<file path="config.mk">
export PLATFORM = sky130hd
export DESIGN_NAME = ufb_uart
export DESIGN_NICKNAME = d
export VERILOG_FILES = /design/src/verilog/ufb_pkg.sv /design/src/verilog/ufb_uart.sv
export SDC_FILE = /design/constraint.sdc
export NUM_CORES = 1
export LEC_CHECK = 0
export BUFFER_PORTS_ARGS = -buffer_cell sky130_fd_sc_hd__buf_2
export CAP_MARGIN = 30
export CORE_ASPECT_RATIO = 1.5
export CORE_UTILIZATION = 35
export DETAILED_ROUTE_END_ITERATION = 10
export PLACE_DENSITY = 0.55
export SLEW_MARGIN = 10
export SYNTH_ARGS = -nofsm -noshare
export SYNTH_HDL_FRONTEND = slang
export SYNTH_SLANG_ARGS = --single-unit
</file>
<file path="constraint.sdc">
create_clock -name REF_CLK -period 5.3 [get_ports REF_CLK]
set_input_delay 1.06 -clock REF_CLK [delete_from_list [all_inputs] [get_ports REF_CLK]]
set_output_delay 1.06 -clock REF_CLK [all_outputs]
set_load 0.01 [all_outputs]
</file>
<file path="src/verilog/ufb_pkg.sv">
// package for the uart flag and baud divisor block
// assumes a 32-bit axi4-lite register bus
package ufb_pkg;
   localparam logic [7:0] ADDR_FLAGS = 8'h18;
   localparam logic [7:0] ADDR_IBRD = 8'h24;
   localparam logic [7:0] ADDR_FBRD = 8'h28;
   localparam logic [7:0] ADDR_LCTL = 8'h2C;
   localparam logic [7:0] ADDR_TXDATA = 8'h00;
   localparam logic [7:0] ADDR_RXDATA = 8'h04;
   localparam logic [7:0] ADDR_INT_STAT = 8'h40;
   localparam logic [7:0] ADDR_INT_MASK = 8'h44;
   localparam int FLAG_TX_EMPTY_FLAG = 7;
   localparam int FLAG_RX_FULL_FLAG = 6;
   localparam int FLAG_TX_FULL_FLAG = 5;
   localparam int FLAG_RX_EMPTY_FLAG = 4;
   localparam int FLAG_BUSY = 3;
   localparam int IBRD_W = 16;
   localparam int FBRD_W = 6;
   localparam int LCTL_W = 8;
   localparam int LCTL_FEN = 4;
   localparam int LCTL_STP2 = 3;
   localparam int LCTL_PEN = 1;
   localparam int LCTL_WLEN_LO = 5;
   localparam int OVERSAMPLE = 16;
   localparam int FRAC_ONE = 64;
   localparam int INT_W = 3;
   localparam int INT_TXDONE = 0;
   localparam int INT_RXDONE = 1;
   localparam int INT_OVERRUN = 2;
   localparam logic [1:0] RESP_OKAY = 2'h0;
   localparam logic [1:0] RESP_SLVERR = 2'h2;
   typedef struct packed {
      logic [IBRD_W-1:0] whole;
      logic [FBRD_W-1:0] frac;
   } ufb_div_t;
   typedef enum logic [1:0] {TX_IDLE, TX_SHIFT} ufb_tx_state_t;
endpackage

</file>
<file path="src/verilog/ufb_uart.sv">
// uart core: flags, baud divisors, line control, tx/rx shifters
// assumes axi4-lite master on REF_CLK; RXD synchronous to REF_CLK
//
// Contract
// tx empty flag bit7, reset one
// rx full flag bit6, reset zero
// tx full flag bit5, reset zero
// rx empty flag bit4, reset one
// busy holds through last stop bit
// busy set when tx buffer nonempty
// integer divisor bits 15:0, reset zero
// zero integer divisor means divide by one
// fraction divisor bits 5:0, reset zero
// new divisor waits for character end
// software writes line control after divisor
// divisors latch on line control write
// line control holds frame parameters
// fifo enable selects fifo or holding
// bit clock = clk/(16*(int+frac/64))
// reserved bits read zero, ignore writes
`timescale 1ns/1ps
module ufb_uart
   import ufb_pkg::*;
#(
   parameter int DEPTH = 16
) (
   input wire logic REF_CLK,
   input wire logic RESETN,
   input wire logic [7:0] AWADDR,
   input wire logic AWVALID,
   output logic AWREADY,
   input wire logic [31:0] WDATA,
   input wire logic [3:0] WSTRB,
   input wire logic WVALID,
   output logic WREADY,
   output logic [1:0] BRESP,
   output logic BVALID,
   input wire logic BREADY,
   input wire logic [7:0] ARADDR,
   input wire logic ARVALID,
   output logic ARREADY,
   output logic [31:0] RDATA,
   output logic [1:0] RRESP,
   output logic RVALID,
   input wire logic RREADY,
   input wire logic RXD,
   output logic TXD,
   output logic IRQ
);
   localparam int AW = $clog2(DEPTH);
   if (DEPTH < 2 || (DEPTH & (DEPTH - 1)) != 0) begin : g_bad_depth
      $error("DEPTH must be a power of two >= 2");
   end

   logic [IBRD_W-1:0] ibrd;
   logic [FBRD_W-1:0] fbrd;
   logic [LCTL_W-1:0] lctl;
   ufb_div_t div_pend;
   ufb_div_t div_act;
   logic [INT_W-1:0] int_stat;
   logic [INT_W-1:0] int_mask;
   logic [7:0] tx_mem [DEPTH];
   logic [7:0] rx_mem [DEPTH];
   logic [AW:0] tx_wp, tx_rp, rx_wp, rx_rp;
   logic [AW:0] tx_cnt, rx_cnt, cap;
   logic tx_full, tx_empty, rx_full, rx_empty;
   logic tx_busy;
   logic aw_hold, w_hold;
   logic [7:0] aw_addr;
   logic [31:0] w_data;
   logic do_wr, do_rd;
   logic tick;
   logic tx_done_ev, rx_done_ev, ovr_ev, tx_push, rx_pop, rx_push;
   logic [7:0] rx_byte;

   // fifo mode uses full depth, character mode a single slot
   assign cap = lctl[LCTL_FEN] ? (AW+1)'(DEPTH) : (AW+1)'(1);
   assign tx_cnt = tx_wp - tx_rp;
   assign rx_cnt = rx_wp - rx_rp;
   assign tx_empty = (tx_cnt == '0);
   assign tx_full = (tx_cnt >= cap);
   assign rx_empty = (rx_cnt == '0);
   assign rx_full = (rx_cnt >= cap);

   // write channel capture, either order
   assign do_wr = aw_hold && w_hold && !BVALID;
   always_ff @(posedge REF_CLK) begin
      if (!RESETN) begin
         aw_hold <= 1'b0;
         w_hold <= 1'b0;
         aw_addr <= 8'h00;
         w_data <= 32'h0000_0000;
         BVALID <= 1'b0;
         BRESP <= RESP_OKAY;
         AWREADY <= 1'b0;
         WREADY <= 1'b0;
      end else begin
         AWREADY <= !aw_hold && !AWREADY && AWVALID;
         WREADY <= !w_hold && !WREADY && WVALID;
         if (AWVALID && AWREADY) begin
            aw_hold <= 1'b1;
            aw_addr <= AWADDR;
         end
         if (WVALID && WREADY) begin
            w_hold <= 1'b1;
            w_data <= WDATA;
         end
         if (do_wr) begin
            aw_hold <= 1'b0;
            w_hold <= 1'b0;
            BVALID <= 1'b1;
            unique case (aw_addr)
               ADDR_IBRD, ADDR_FBRD, ADDR_LCTL, ADDR_TXDATA, ADDR_INT_STAT,
               ADDR_INT_MASK, ADDR_FLAGS, ADDR_RXDATA: BRESP <= RESP_OKAY;
               default: BRESP <= RESP_SLVERR;
            endcase
         end else if (BVALID && BREADY) begin
            BVALID <= 1'b0;
         end
      end
   end

   // register writes; reserved bits dropped
   always_ff @(posedge REF_CLK) begin
      if (!RESETN) begin
         ibrd <= '0;
         fbrd <= '0;
         lctl <= '0;
         div_pend <= '0;
         int_mask <= '0;
      end else if (do_wr && WSTRB != 4'h0) begin
         unique case (aw_addr)
            ADDR_IBRD: ibrd <= w_data[IBRD_W-1:0];
            ADDR_FBRD: fbrd <= w_data[FBRD_W-1:0];
            ADDR_LCTL: begin
               lctl <= w_data[LCTL_W-1:0];
               div_pend <= '{whole: ibrd, frac: fbrd};
            end
            ADDR_INT_MASK: int_mask <= w_data[INT_W-1:0];
            default: ;
         endcase
      end
   end
   assign tx_push = do_wr && aw_addr == ADDR_TXDATA && !tx_full;

   // read channel
   assign do_rd = ARVALID && ARREADY;
   always_ff @(posedge REF_CLK) begin
      if (!RESETN) begin
         ARREADY <= 1'b0;
         RVALID <= 1'b0;
         RDATA <= 32'h0000_0000;
         RRESP <= RESP_OKAY;
      end else begin
         ARREADY <= !ARREADY && !RVALID && ARVALID;
         if (do_rd) begin
            RVALID <= 1'b1;
            RRESP <= RESP_OKAY;
            RDATA <= 32'h0000_0000;
            unique case (ARADDR)
               ADDR_FLAGS: begin
                  RDATA[FLAG_TX_EMPTY_FLAG] <= tx_empty;
                  RDATA[FLAG_RX_FULL_FLAG] <= rx_full;
                  RDATA[FLAG_TX_FULL_FLAG] <= tx_full;
                  RDATA[FLAG_RX_EMPTY_FLAG] <= rx_empty;
                  RDATA[FLAG_BUSY] <= tx_busy;
               end
               ADDR_IBRD: RDATA[IBRD_W-1:0] <= ibrd;
               ADDR_FBRD: RDATA[FBRD_W-1:0] <= fbrd;
               ADDR_LCTL: RDATA[LCTL_W-1:0] <= lctl;
               ADDR_RXDATA: RDATA[7:0] <= rx_mem[rx_rp[AW-1:0]];
               ADDR_INT_STAT: RDATA[INT_W-1:0] <= int_stat;
               ADDR_INT_MASK: RDATA[INT_W-1:0] <= int_mask;
               ADDR_TXDATA: ;
               default: RRESP <= RESP_SLVERR;
            endcase
         end else if (RVALID && RREADY) begin
            RVALID <= 1'b0;
         end
      end
   end
   assign rx_pop = do_rd && ARADDR == ADDR_RXDATA && !rx_empty;

   // divider: 16x tick at clk/(int+frac/64), accumulate in 1/64 units
   logic [IBRD_W+FBRD_W:0] acc;
   logic [IBRD_W+FBRD_W:0] step;
   always_comb begin
      if (div_act.whole == '0) begin
         step = (IBRD_W+FBRD_W+1)'(FRAC_ONE);
      end else begin
         step = {1'b0, div_act.whole, div_act.frac};
      end
   end
   always_ff @(posedge REF_CLK) begin
      if (!RESETN) begin
         acc <= '0;
         tick <= 1'b0;
      end else if (acc + (IBRD_W+FBRD_W+1)'(FRAC_ONE) >= step) begin
         acc <= acc + (IBRD_W+FBRD_W+1)'(FRAC_ONE) - step;
         tick <= 1'b1;
      end else begin
         acc <= acc + (IBRD_W+FBRD_W+1)'(FRAC_ONE);
         tick <= 1'b0;
      end
   end

   // transmitter
   ufb_tx_state_t tx_state;
   logic [11:0] tx_shift;
   logic [3:0] tx_bits, tx_sub;
   logic [3:0] nbits;
   logic rx_active;
   assign nbits = 4'(5 + lctl[LCTL_WLEN_LO +: 2]);
   always_ff @(posedge REF_CLK) begin
      if (!RESETN) begin
         tx_state <= TX_IDLE;
         tx_shift <= '1;
         tx_bits <= 4'h0;
         tx_sub <= 4'h0;
         tx_rp <= '0;
         TXD <= 1'b1;
         tx_done_ev <= 1'b0;
      end else begin
         tx_done_ev <= 1'b0;
         unique case (tx_state)
            TX_IDLE: if (!tx_empty && tick) begin
               tx_shift <= {4'hF, tx_mem[tx_rp[AW-1:0]]} | (12'hFFF << nbits);
               tx_rp <= tx_rp + 1'b1;
               tx_bits <= 4'(1 + nbits + lctl[LCTL_PEN] + 1 + lctl[LCTL_STP2]);
               tx_sub <= 4'h0;
               TXD <= 1'b0;
               tx_state <= TX_SHIFT;
            end
            TX_SHIFT: if (tick) begin
               tx_sub <= tx_sub + 1'b1;
               if (tx_sub == 4'(OVERSAMPLE - 1)) begin
                  if (tx_bits == 4'h1) begin
                     tx_state <= TX_IDLE;
                     tx_done_ev <= 1'b1;
                  end
                  tx_bits <= tx_bits - 1'b1;
                  TXD <= tx_shift[0];
                  tx_shift <= {1'b1, tx_shift[11:1]};
               end
            end
         endcase
      end
   end
   always_ff @(posedge REF_CLK) begin
      if (!RESETN) begin
         tx_wp <= '0;
      end else if (tx_push) begin
         tx_mem[tx_wp[AW-1:0]] <= w_data[7:0];
         tx_wp <= tx_wp + 1'b1;
      end
   end
   assign tx_busy = (tx_state == TX_SHIFT) || !tx_empty;

   // receiver, sampled mid-bit
   logic [3:0] rx_sub, rx_bits;
   logic [7:0] rx_sh;
   always_ff @(posedge REF_CLK) begin
      if (!RESETN) begin
         rx_active <= 1'b0;
         rx_sub <= 4'h0;
         rx_bits <= 4'h0;
         rx_sh <= 8'h00;
         rx_done_ev <= 1'b0;
      end else begin
         rx_done_ev <= 1'b0;
         if (!rx_active) begin
            if (!RXD) begin
               rx_active <= 1'b1;
               rx_sub <= 4'(OVERSAMPLE / 2);
               rx_bits <= 4'(nbits + lctl[LCTL_PEN] + 2);
            end
         end else if (tick) begin
            rx_sub <= rx_sub + 1'b1;
            if (rx_sub == 4'(OVERSAMPLE - 1)) begin
               rx_bits <= rx_bits - 1'b1;
               if (rx_bits > 4'(1 + lctl[LCTL_PEN])
                  && rx_bits <= 4'(nbits + lctl[LCTL_PEN] + 1)) begin
                  rx_sh <= {RXD, rx_sh[7:1]};
               end
               if (rx_bits == 4'h1) begin
                  rx_active <= 1'b0;
                  rx_done_ev <= 1'b1;
               end
            end
         end
      end
   end
   assign rx_byte = rx_sh >> (4'(8) - 4'(nbits));
   assign rx_push = rx_done_ev && !rx_full;
   assign ovr_ev = rx_done_ev && rx_full;
   always_ff @(posedge REF_CLK) begin
      if (!RESETN) begin
         rx_wp <= '0;
         rx_rp <= '0;
      end else begin
         if (rx_push) begin
            rx_mem[rx_wp[AW-1:0]] <= rx_byte;
            rx_wp <= rx_wp + 1'b1;
         end
         if (rx_pop) begin
            rx_rp <= rx_rp + 1'b1;
         end
      end
   end

   // active divisor swaps only between characters
   always_ff @(posedge REF_CLK) begin
      if (!RESETN) begin
         div_act <= '0;
      end else if (tx_state == TX_IDLE && !rx_active) begin
         div_act <= div_pend;
      end
   end

   // sticky interrupt status, set beats write-one clear
   logic [INT_W-1:0] ev;
   logic [INT_W-1:0] clr;
   assign ev = {ovr_ev, rx_done_ev, tx_done_ev};
   assign clr = (do_wr && aw_addr == ADDR_INT_STAT) ? w_data[INT_W-1:0] : '0;
   always_ff @(posedge REF_CLK) begin
      if (!RESETN) begin
         int_stat <= '0;
         IRQ <= 1'b0;
      end else begin
         int_stat <= (int_stat & ~clr) | ev;
         IRQ <= |(((int_stat & ~clr) | ev) & int_mask);
      end
   end
endmodule

</file>
==> results.tsv, run 1 <==
stage	metric	value	unit
outcome	status	completed	
timing	drv_slew	0	
timing	setup_ws	597	ps
synth	yosys.area.top_type	edfxtp_1	
routing	num_vias	13541	
timing	hold_viol	0	
synth	syn_area	0.0212	mm^2
routing	viasPerCell	5.14	
synth	synth-seq-area-share	57.0	%
die	core	0.0599	mm^2
cells_and_area	final_nets	1944	
die	die_w	203	um
timing	fin_crit	4700	ps
die	io_pins	103	
cells_and_area	final_area	0.0238	mm^2
power_and_ir_drop	powerDensity	404	mW/mm^2
timing	finalSetupViolCount	0	
power_and_ir_drop	ir_drop	0.302	mV
clock_network	path_clk_slew	60	ps
timing	rsz0062_at_grt	no	
cells_and_area	num_antenna_cells	0	
synth	ys.flop_type	edfxtp_1	
die	num_rows	110	
synth	avgSynthCellArea	12.0	um^2
timing	slew-limit-headroom	35.2	%
routing	drc_errors	0	
synth	syn_inst	1762	
routing	detail-route-antenna-nets	0	
critical_path	start_kind	register	
clock_network	cts_hold_buf	0	
synth	ys_ff_latch	475	
timing	fin_crit_sh	88.7	%
synth	synth_edf_count	256	
clock_network	numClockSinks	475	
cells_and_area	area_growth	12.2	%
synth	async_flop_share	0	%
grt	grt_max_degree	124	
timing	tightest_slew	972	ps
timing	timing.fmax	213	MHz
critical_path	arrival	4900	ps
critical_path	crit_required	5490	ps
clock_network	cts.htree.levels	2	
grt	antenna_found_initial	0	
die	start_util	35.4	%
grt	grt_pass1_wl	77000	um
clock_network	max-clock-path-buffers	3	
critical_path	endpoint_kind	register	
synth	yosysWarnings	0	
synth	ys_types	90	
grt	grt_usage	16.3	%
routing	wirelength	50000	um
die	die_height	303	um
die	fp.dieArea	0.0616	mm^2
synth	synth_area_leaders	edfxtp_1 (36%), dfxtp_1 (21%), mux4_2 (7.4%), nand2_1 (4.6%), ha_1 (3.8%)	
clock_network	post_cts_resized	0	
timing	fin_setup_tns	0	ps
hold_path	hp-class	reg -> reg	
critical_path	worst-path-max-fanout	8	
cells_and_area	drive_gt1_share	13.9	%
clock_network	numCtsBuffers	47	
cells_and_area	fillers	5700	
clock_network	postCtsSetupRepairBufs	0	
synth	synth.most_common_cell	nand2_1	
synth	synth_common_cells	nand2_1 (260), edfxtp_1 (256), dfxtp_1 (219), nor2_1 (162), a21oi_1 (132)	
place	place_ws	647	ps
clock_network	cts_tree	done	
clock_network	clk_latency	600	ps
clock_network	clockRootBuffer	clkbuf_16	
power_and_ir_drop	p_leak	8.47	nW
routing	drt-initial-drc-count	840	
routing	wl_per_cell	19.0	um
place	gp_congestion	0.819	
grt	grt_pass1_vias	13588	
grt	grt-ovfl-total	0	
place	detailed_place_hpwl	35200	um
synth	synth_top_area_share	36.3	%
timing	finClkSkew	36.2	ps
place	port_buffers	68	
routing	drt-pass1-iter-count	5	
critical_path	critPathKind	reg -> reg	
place	placed_area	0.0222	mm^2
flow_run	maxCapViolCount	0	
==> sequential cells by signal (all words and copies together), names as in the netlist, 6 cells and up, named ones only <==
name and flops:
div_act 22, div_pend 22, fbrd 6, tx_shift 8
ibrd 16, tx_mem 128, RDATA 16, acc 23
rx_mem 128, rx_sh 8, lctl 8, aw_addr 8
w_data 16
==> area by class of cell <==
type	instances	area, um^2	share of cell area, %
multi-input combinational	1147	8440	35.5
timing repair buffer	83	465	1.96
clock buffer	56	1240	5.22
clock inverter	31	363	1.53
tap	784	981	4.12
inverter	60	230	0.968
sequential	475	12100	50.8
==> stage by stage <==
| step | hold slack [ps] | power (W) | util [%] | instances |
|---|---|---|---|---|
| floorplan | 424 | 0.00583 | - | 1779 |
| global placement | 430 | 0.00617 | 37.0 | 2548 |
| detailed placement | 439 | 0.00622 | 37.1 | 2549 |
| CTS | 448 | 0.00973 | 39.7 | 2636 |
| global route | 472 | 0.0101 | 39.7 | 2636 |
| finish | 445 | 0.00962 | 39.7 | 2636 |
==> cells by family after synthesis <==
kind of cell,share of synthesized area (%)
AO/OA/AOI/OAI,7.77
XOR/XNOR,2.64
adder cells (fa/ha/maj),4.31
buffers and inverters,3.56
flip-flops,57.0
multiplexers,12.2
other,0.0177
AND/OR/NAND/NOR,12.6
==> report_power, final <==
group          internal, W  switching, W  total, W
sequential         0.00397      0.000145   0.00412
combinational     0.000867       0.00115   0.00202
clock              0.00203       0.00146   0.00349
total              0.00687       0.00275   0.00962
==> placed cells by master (no fill, tap or decap), types with 8 or more instances in the layout <==
master / netlist / final
conb_1: 1 / 18
edfxtp_1: 256 / 256
ha_1: 65 / 65
a21o_1: 12 / 12
a21oi_1: 132 / 132
clkbuf_16: 0 / 48
buf_2: 6 / 68
o21a_1: 8 / 8
and2_1: 11 / 11
nand3b_1: 9 / 9
o21ai_0: 22 / 22
nand3_1: 41 / 41
nand2_1: 260 / 260
nor4_1: 9 / 9
inv_1: 60 / 59
nor3_1: 12 / 12
a31oi_1: 13 / 13
xnor2_1: 37 / 37
xor2_1: 25 / 25
clkinv_2: 0 / 10
nand4_1: 23 / 23
mux4_2: 70 / 70
mux2i_1: 52 / 52
nor2_1: 162 / 161
buf_4: 20 / 14
mux4_1: 15 / 15
and3_1: 11 / 11
dfxtp_1: 219 / 216
nand2b_1: 11 / 11
==> worst max-delay path: stages, from the launching register on <==
cell	delay (ps)
dfxtp_1	360
inv_1	120
ha_1	170
inv_1	50
fa_1	420
a21o_1	180
a21oi_1	170
xnor2_1	180
inv_1	80
ha_1	210
nor4b_1	400
o2111ai_1	220
o211a_1	230
nor2_1	500
nand3b_1	320
nor2_1	680
==> metal layers <==
metal	vias to the layer above	track usage (%)	wire (um)
li1	6501	-	-
met1	6696	18.5	19900
met2	252	29.9	26200
met3	92	3.31	2180
met4	0	6.32	1710
met5	-	0	0
==> final timing paths <==
path	start	endpoint	slack [ps]	cells past startpoint
min reg2reg	RVALID	ARREADY	440	1
max	rx_wp[0]	rx_mem[7][4]	600	15
min	RVALID	ARREADY	440	1
max reg2reg	rx_wp[0]	rx_mem[7][4]	600	15
(Power assumes the default switching activity.)
==> run 2, diff against run 1 <==
ABC_AREA = 1   (was default)
==> results.tsv, run 2 <==
stage	metric	value	unit	change
synth	synth_top_area_share	34.8	%	was 36.3%
timing	drv_slew	0		unchanged
timing	finalSetupViolCount	0		unchanged
outcome	status	completed		unchanged
place	placed_area	0.0232	mm^2	was 0.0222 mm^2
clock_network	cts.htree.levels	2		unchanged
clock_network	max-clock-path-buffers	3		unchanged
synth	synth_top_family_by_area	simple AND/OR/NAND/NOR gates		unchanged
hold_path	hold_depth	1		unchanged
routing	wl_per_cell	17.5	um	was 19.0 um
flow_run	maxCapViolCount	0		unchanged
synth	ys_ff_latch	475		unchanged
critical_path	crit_required	5500	ps	was 5490 ps
critical_path	arrival	4090	ps	was 4900 ps
critical_path	r2r_start	tx_wp[0]		was rx_wp[0]
clock_network	clk_latency	600	ps	about the same
critical_path	r2r.worst_path.cells	12		was 15
synth	synthXorXnorAreaFrac	1.82	%	was 2.64%
critical_path	start_kind	register		unchanged
synth	synth.most_common_cell	nand2_1		unchanged
die	io_pins	103		unchanged
synth	ys_types	48		was 90
synth	synth_area_leaders	edfxtp_1 (35%), dfxtp_1 (20%), nand2_1 (7.3%), nor2_1 (5.9%), o21ai_0 (5.3%)		was edfxtp_1 (36%), dfxtp_1 (21%), mux4_2 (7.4%), nand2_1 (4.6%), ha_1 (3.8%)
synth	syn_inst	2522		was 1762
timing	setup_ws	1410	ps	was 597 ps
synth	synth-simple-area-share	19.8	%	was 12.6%
synth	synth-compound-area-share	12.8	%	was 7.77%
timing	tightest_slew	960	ps	was 972 ps
synth	synth-seq-area-share	54.6	%	was 57.0%
grt	grt_max_degree	70		was 124
synth	synth_edf_count	256		unchanged
power_and_ir_drop	powerDensity	453	mW/mm^2	was 404 mW/mm^2
routing	drt-pass1-iter-count	5		unchanged
synth	yosysWarnings	0		unchanged
critical_path	critPathKind	reg -> reg		unchanged
critical_path	timing.rr.end	tx_mem[5][5]		was rx_mem[7][4]
timing	fin_crit	3890	ps	was 4700 ps
cells_and_area	final_area	0.0249	mm^2	was 0.0238 mm^2
routing	drt-initial-drc-count	1065		was 840
timing	fin_crit_sh	73.4	%	was 88.7%
power_and_ir_drop	p_total	0.0112	W	was 0.00962 W
synth	muxShareOfSynthArea	0	%	was 12.2%
die	fp.dieArea	0.0642	mm^2	was 0.0616 mm^2
routing	num_vias	17219		was 13541
cells_and_area	layout_commonest_cell	nand2_1		unchanged
routing	detail-route-antenna-nets	0		unchanged
die	start_util	35.5	%	was 35.4%
cells_and_area	layout_common_cells	nand2_1 (428), nor2_1 (345), edfxtp_1 (256)		was nand2_1 (260), edfxtp_1 (256), dfxtp_1 (216)
place	gp_congestion	0.923		was 0.819
place	detailed_place_hpwl	41300	um	was 35200 um
grt	grt_pass1_wl	92600	um	was 77000 um
cells_and_area	area_growth	12.4	%	was 12.2%
power_and_ir_drop	p_leak	9.77	nW	was 8.47 nW
synth	ys.flop_type	edfxtp_1		unchanged
synth	synthAdderAreaFrac	4.13	%	was 4.31%
clock_network	postCtsSetupRepairBufs	0		unchanged
cells_and_area	fillers	6140		was 5700
routing	wirelength	59400	um	was 50000 um
routing	viasPerCell	5.07		was 5.14
cells_and_area	drive_gt1_share	7.88	%	was 13.9%
timing	timing.fmax	257	MHz	was 213 MHz
place	place_ws	1160	ps	was 647 ps
synth	syn_area	0.0221	mm^2	was 0.0212 mm^2
synth	yosys.area.top_type	edfxtp_1		unchanged
critical_path	worstSetupEndpoint	tx_mem[5][5]		was rx_mem[7][4]
clock_network	cts_hold_buf	0		unchanged
clock_network	cts_tree	done		unchanged
timing	finClkSkew	32.1	ps	was 36.2 ps
clock_network	numCtsBuffers	47		unchanged
synth	async_flop_share	0	%	unchanged
grt	grt-ovfl-total	0		unchanged
hold_path	hp-class	reg -> reg		unchanged
place	port_buffers	68		unchanged
critical_path	critPathLaunch	tx_wp[0]		was rx_wp[0]
die	core	0.0624	mm^2	was 0.0599 mm^2
grt	grt_usage	18.4	%	was 16.3%
timing	fin_setup_tns	0	ps	unchanged
synth	synth_common_cells	nand2_1 (428), nor2_1 (346), edfxtp_1 (256), inv_1 (242), o21ai_0 (233)		was nand2_1 (260), edfxtp_1 (256), dfxtp_1 (219), nor2_1 (162), a21oi_1 (132)
clock_network	clockRootBuffer	clkbuf_16		unchanged
critical_path	endpoint_kind	register		unchanged
clock_network	numClockSinks	475		unchanged
clock_network	path_clk_slew	70	ps	was 60 ps
synth	avgSynthCellArea	8.77	um^2	was 12.0 um^2
routing	drc_errors	0		unchanged
die	die_height	310	um	was 303 um
die	num_rows	112		was 110
grt	antenna_found_initial	0		unchanged
clock_network	post_cts_resized	0		unchanged
critical_path	regToRegSetupSlack	1410	ps	was 600 ps
power_and_ir_drop	ir_drop	0.236	mV	was 0.302 mV
timing	hold_viol	0		unchanged
timing	slew-limit-headroom	35.5	%	was 35.2%
timing	rsz0062_at_grt	no		unchanged
cells_and_area	num_antenna_cells	0		unchanged
cells_and_area	final_nets	2692		was 1944
cells_and_area	final_core_util	39.9	%	was 39.7%
grt	grt_pass1_vias	16914		was 13588
die	die_w	207	um	was 203 um
critical_path	worst-path-max-fanout	8		unchanged
[run 2: worst min path at each step]
stage / from / endpoint / slack (ps)
final: aw_hold / AWREADY / 420
after global routing: WREADY / WREADY / 450
after CTS: aw_hold / AWREADY / 430
after detailed placement: aw_hold / AWREADY / 420
after global placement: aw_hold / AWREADY / 420
after floorplan: aw_hold / AWREADY / 400
[run 2: metal layers]
layer	track usage (%)	routed length [um]	vias up
li1	-	-	8566
met1	21.3	24600	8164
met2	34.7	30900	386
met3	2.28	2080	103
met4	6.70	1760	0
met5	0	0	-
[run 2: layout make-up]
cell class	count	area (um^2)	area share, %
clock inverters	23	258	1.04
repair buffers	101	612	2.46
inverters	247	928	3.74
multi-input cells	1690	8620	34.7
flip-flops and latches	475	12100	48.6
clock buffers	64	1360	5.48
well taps	798	998	4.02
[run 2: power by group]
group	internal (W)	switching, W
registers	0.00406	0.000188
logic	0.00113	0.00237
clock network	0.00205	0.00145
total	0.00723	0.00401
[run 2: stage by stage]
stage / std cells / hold WS [ps]
floorplan: 2539 / 398
global placement: 3304 / 422
detailed placement: 3306 / 421
CTS: 3393 / 430
global route: 3398 / 453
finish: 3398 / 423
[run 2: critical path, stage by stage (launching register included)]
cell,delay [ps]
dfxtp_1,400
inv_1,130
ha_1,240
fa_1,400
nand3b_1,190
nand3_1,110
nand2_1,60
ha_1,280
a21oi_1,470
nand2_1,100
nor2_1,180
nand2_1,210
nor2_1,710
[run 2: cell families (layout without fill, tap and decap cells)]
| family | after synthesis | count (layout) |
|---|---|---|
| fa+ha+maj | 70 | 70 |
| simple gates | 1044 | 1044 |
| buf+inv | 374 | 435 |
| compound gates | 512 | 512 |
| flops | 475 | 475 |
| xor+xnor | 46 | 46 |
| other cells | 1 | 18 |
==> run 3, diff against run 2 <==
PLACE_DENSITY = 0.57   (was 0.55)
clock period = 3.55 ns   (was 5.3 ns; I/O delays follow)
==> results.tsv, run 3 (synthesis results as in run 2) <==
stage	metric	value	unit	change
cells_and_area	finalNonFillerCells	3439		was 3398
clock_network	clockRootBuffer	clkbuf_16		unchanged
critical_path	worst-path-max-fanout	10		was 8
die	fp.dieArea	0.0642	mm^2	unchanged
routing	drt-initial-drc-count	1167		was 1065
timing	finalSetupViolCount	0		unchanged
timing	fin_crit_sh	91.3	%	was 73.4%
routing	viasPerCell	5.06		was 5.07
timing	fin_crit	3240	ps	was 3890 ps
cells_and_area	final_nets	2733		was 2692
clock_network	cts_hold_buf	0		unchanged
clock_network	numClockSinks	475		unchanged
hold_path	hp-class	in -> reg		was reg -> reg
place	detailed_place_hpwl	41500	um	was 41300 um
place	place_ws	303	ps	was 1160 ps
cells_and_area	layout_commonest_cell	nand2_1		unchanged
grt	grt_pass1_vias	16954		was 16914
routing	detail-route-antenna-nets	0		unchanged
clock_network	path_clk_slew	60	ps	was 70 ps
cells_and_area	area_growth	13.6	%	was 12.4%
timing	rsz0062_at_grt	no		unchanged
timing	tightest_slew	850	ps	was 960 ps
clock_network	postCtsSetupRepairBufs	0		unchanged
cells_and_area	layout_common_cells	nand2_1 (428), nor2_1 (345), edfxtp_1 (256)		unchanged
critical_path	endpoint_kind	register		unchanged
cells_and_area	num_antenna_cells	0		unchanged
place	gp_congestion	0.886		was 0.923
timing	setup_ws	310	ps	was 1410 ps
routing	wl_per_cell	17.1	um	was 17.5 um
critical_path	critPathKind	reg -> reg		unchanged
grt	grt_pass1_wl	92100	um	was 92600 um
power_and_ir_drop	p_leak	9.95	nW	was 9.77 nW
clock_network	numCtsBuffers	47		unchanged
timing	timing.fmax	309	MHz	was 257 MHz
timing	finClkSkew	20.4	ps	was 32.1 ps
die	start_util	35.5	%	unchanged
critical_path	r2r.worst_path.cells	18		was 12
critical_path	arrival	3730	ps	was 4090 ps
grt	grt-ovfl-total	0		unchanged
clock_network	max-clock-path-buffers	3		unchanged
die	num_rows	112		unchanged
place	place_inst	3349		was 3306
place	port_buffers	68		unchanged
critical_path	start_kind	register		unchanged
routing	num_vias	17391		was 17219
grt	grt_usage	18.3	%	was 18.4%
timing	hold_viol	0		unchanged
hold_path	hold_depth	2		was 1
die	core	0.0624	mm^2	unchanged
die	die_height	310	um	unchanged
grt	antenna_found_initial	1		was 0
clock_network	cts.htree.levels	2		unchanged
timing	slew-limit-headroom	43.1	%	was 35.5%
routing	drt-pass1-iter-count	5		unchanged
die	io_pins	103		unchanged
critical_path	crit_required	4040	ps	was 5500 ps
clock_network	clk_latency	600	ps	about the same
power_and_ir_drop	p_total	0.0167	W	was 0.0112 W
outcome	status	completed		unchanged
timing	drv_slew	0		unchanged
flow_run	maxCapViolCount	0		unchanged
grt	grt_max_degree	98		was 70
routing	drc_errors	0		unchanged
timing	timing.hold.ws	324	ps	was 423 ps
die	die_w	207	um	unchanged
clock_network	cts_tree	done		unchanged
power_and_ir_drop	powerDensity	664	mW/mm^2	was 453 mW/mm^2
power_and_ir_drop	ir_drop	0.577	mV	was 0.236 mV
cells_and_area	drive_gt1_share	9.35	%	was 7.88%
clock_network	post_cts_resized	0		unchanged
routing	wirelength	58800	um	was 59400 um
timing	fin_setup_tns	0	ps	unchanged
-- run 3: critical path, stage by stage (launching register included) --
cell,delay [ps]
dfxtp_1,340
inv_1,80
nor2_1,200
nand3_1,160
nor4_1,440
xor2_1,230
inv_1,70
ha_1,390
nand2_1,110
nor2_1,170
nand2_1,60
nand3b_1,150
nand2_1,120
nor2_4,60
nand2_2,90
buf_4,200
nand3_1,90
nor2_1,120
nor2_1,60
-- run 3: final timing paths --
kind,startpoint,endpoint,slack [ps]
setup / recovery,acc[6],acc[18],310
hold / removal,BREADY,BVALID,320
setup reg to reg,acc[6],acc[18],310
hold reg to reg,w_hold,WREADY,430
-- run 3: per-stage QoR --
step,util (%),area (um^2)
2_1_floorplan,-,22200
3_3_place_gp,37.7,23500
3_5_place_dp,37.7,23500
4_1_cts,40.2,25100
5_1_grt,40.3,25100
6_report,40.3,25100
-- run 3: power breakdown --
group | switching [W] | total [W] | internal, W
clock | 0.00221 | 0.00507 | 0.00286
sequential | 0.000216 | 0.00627 | 0.00605
combinational | 0.00354 | 0.00536 | 0.00182
total | 0.00596 | 0.0167 | 0.0107
-- run 3: area by class of cell --
| class | instances | area [um^2] |
|---|---|---|
| Tap cell | 798 | 998 |
| Inverter | 247 | 928 |
| Clock buffer | 58 | 1300 |
| Multi-Input combinational cell | 1690 | 8610 |
| Fill cell | 6145 | 37200 |
| Sequential cell | 475 | 12100 |
| Timing Repair Buffer | 142 | 947 |
| Clock inverter | 29 | 262 |
-- run 3: metal layers --
metal | vias up | global-route usage (%) | part of all wire, %
li1 | 8651 | - | -
met1 | 8229 | 20.9 | 41
met2 | 393 | 34.2 | 52
met3 | 116 | 2.33 | 3.8
met4 | 2 | 8.05 | 3.9
met5 | - | 0 | 0.022
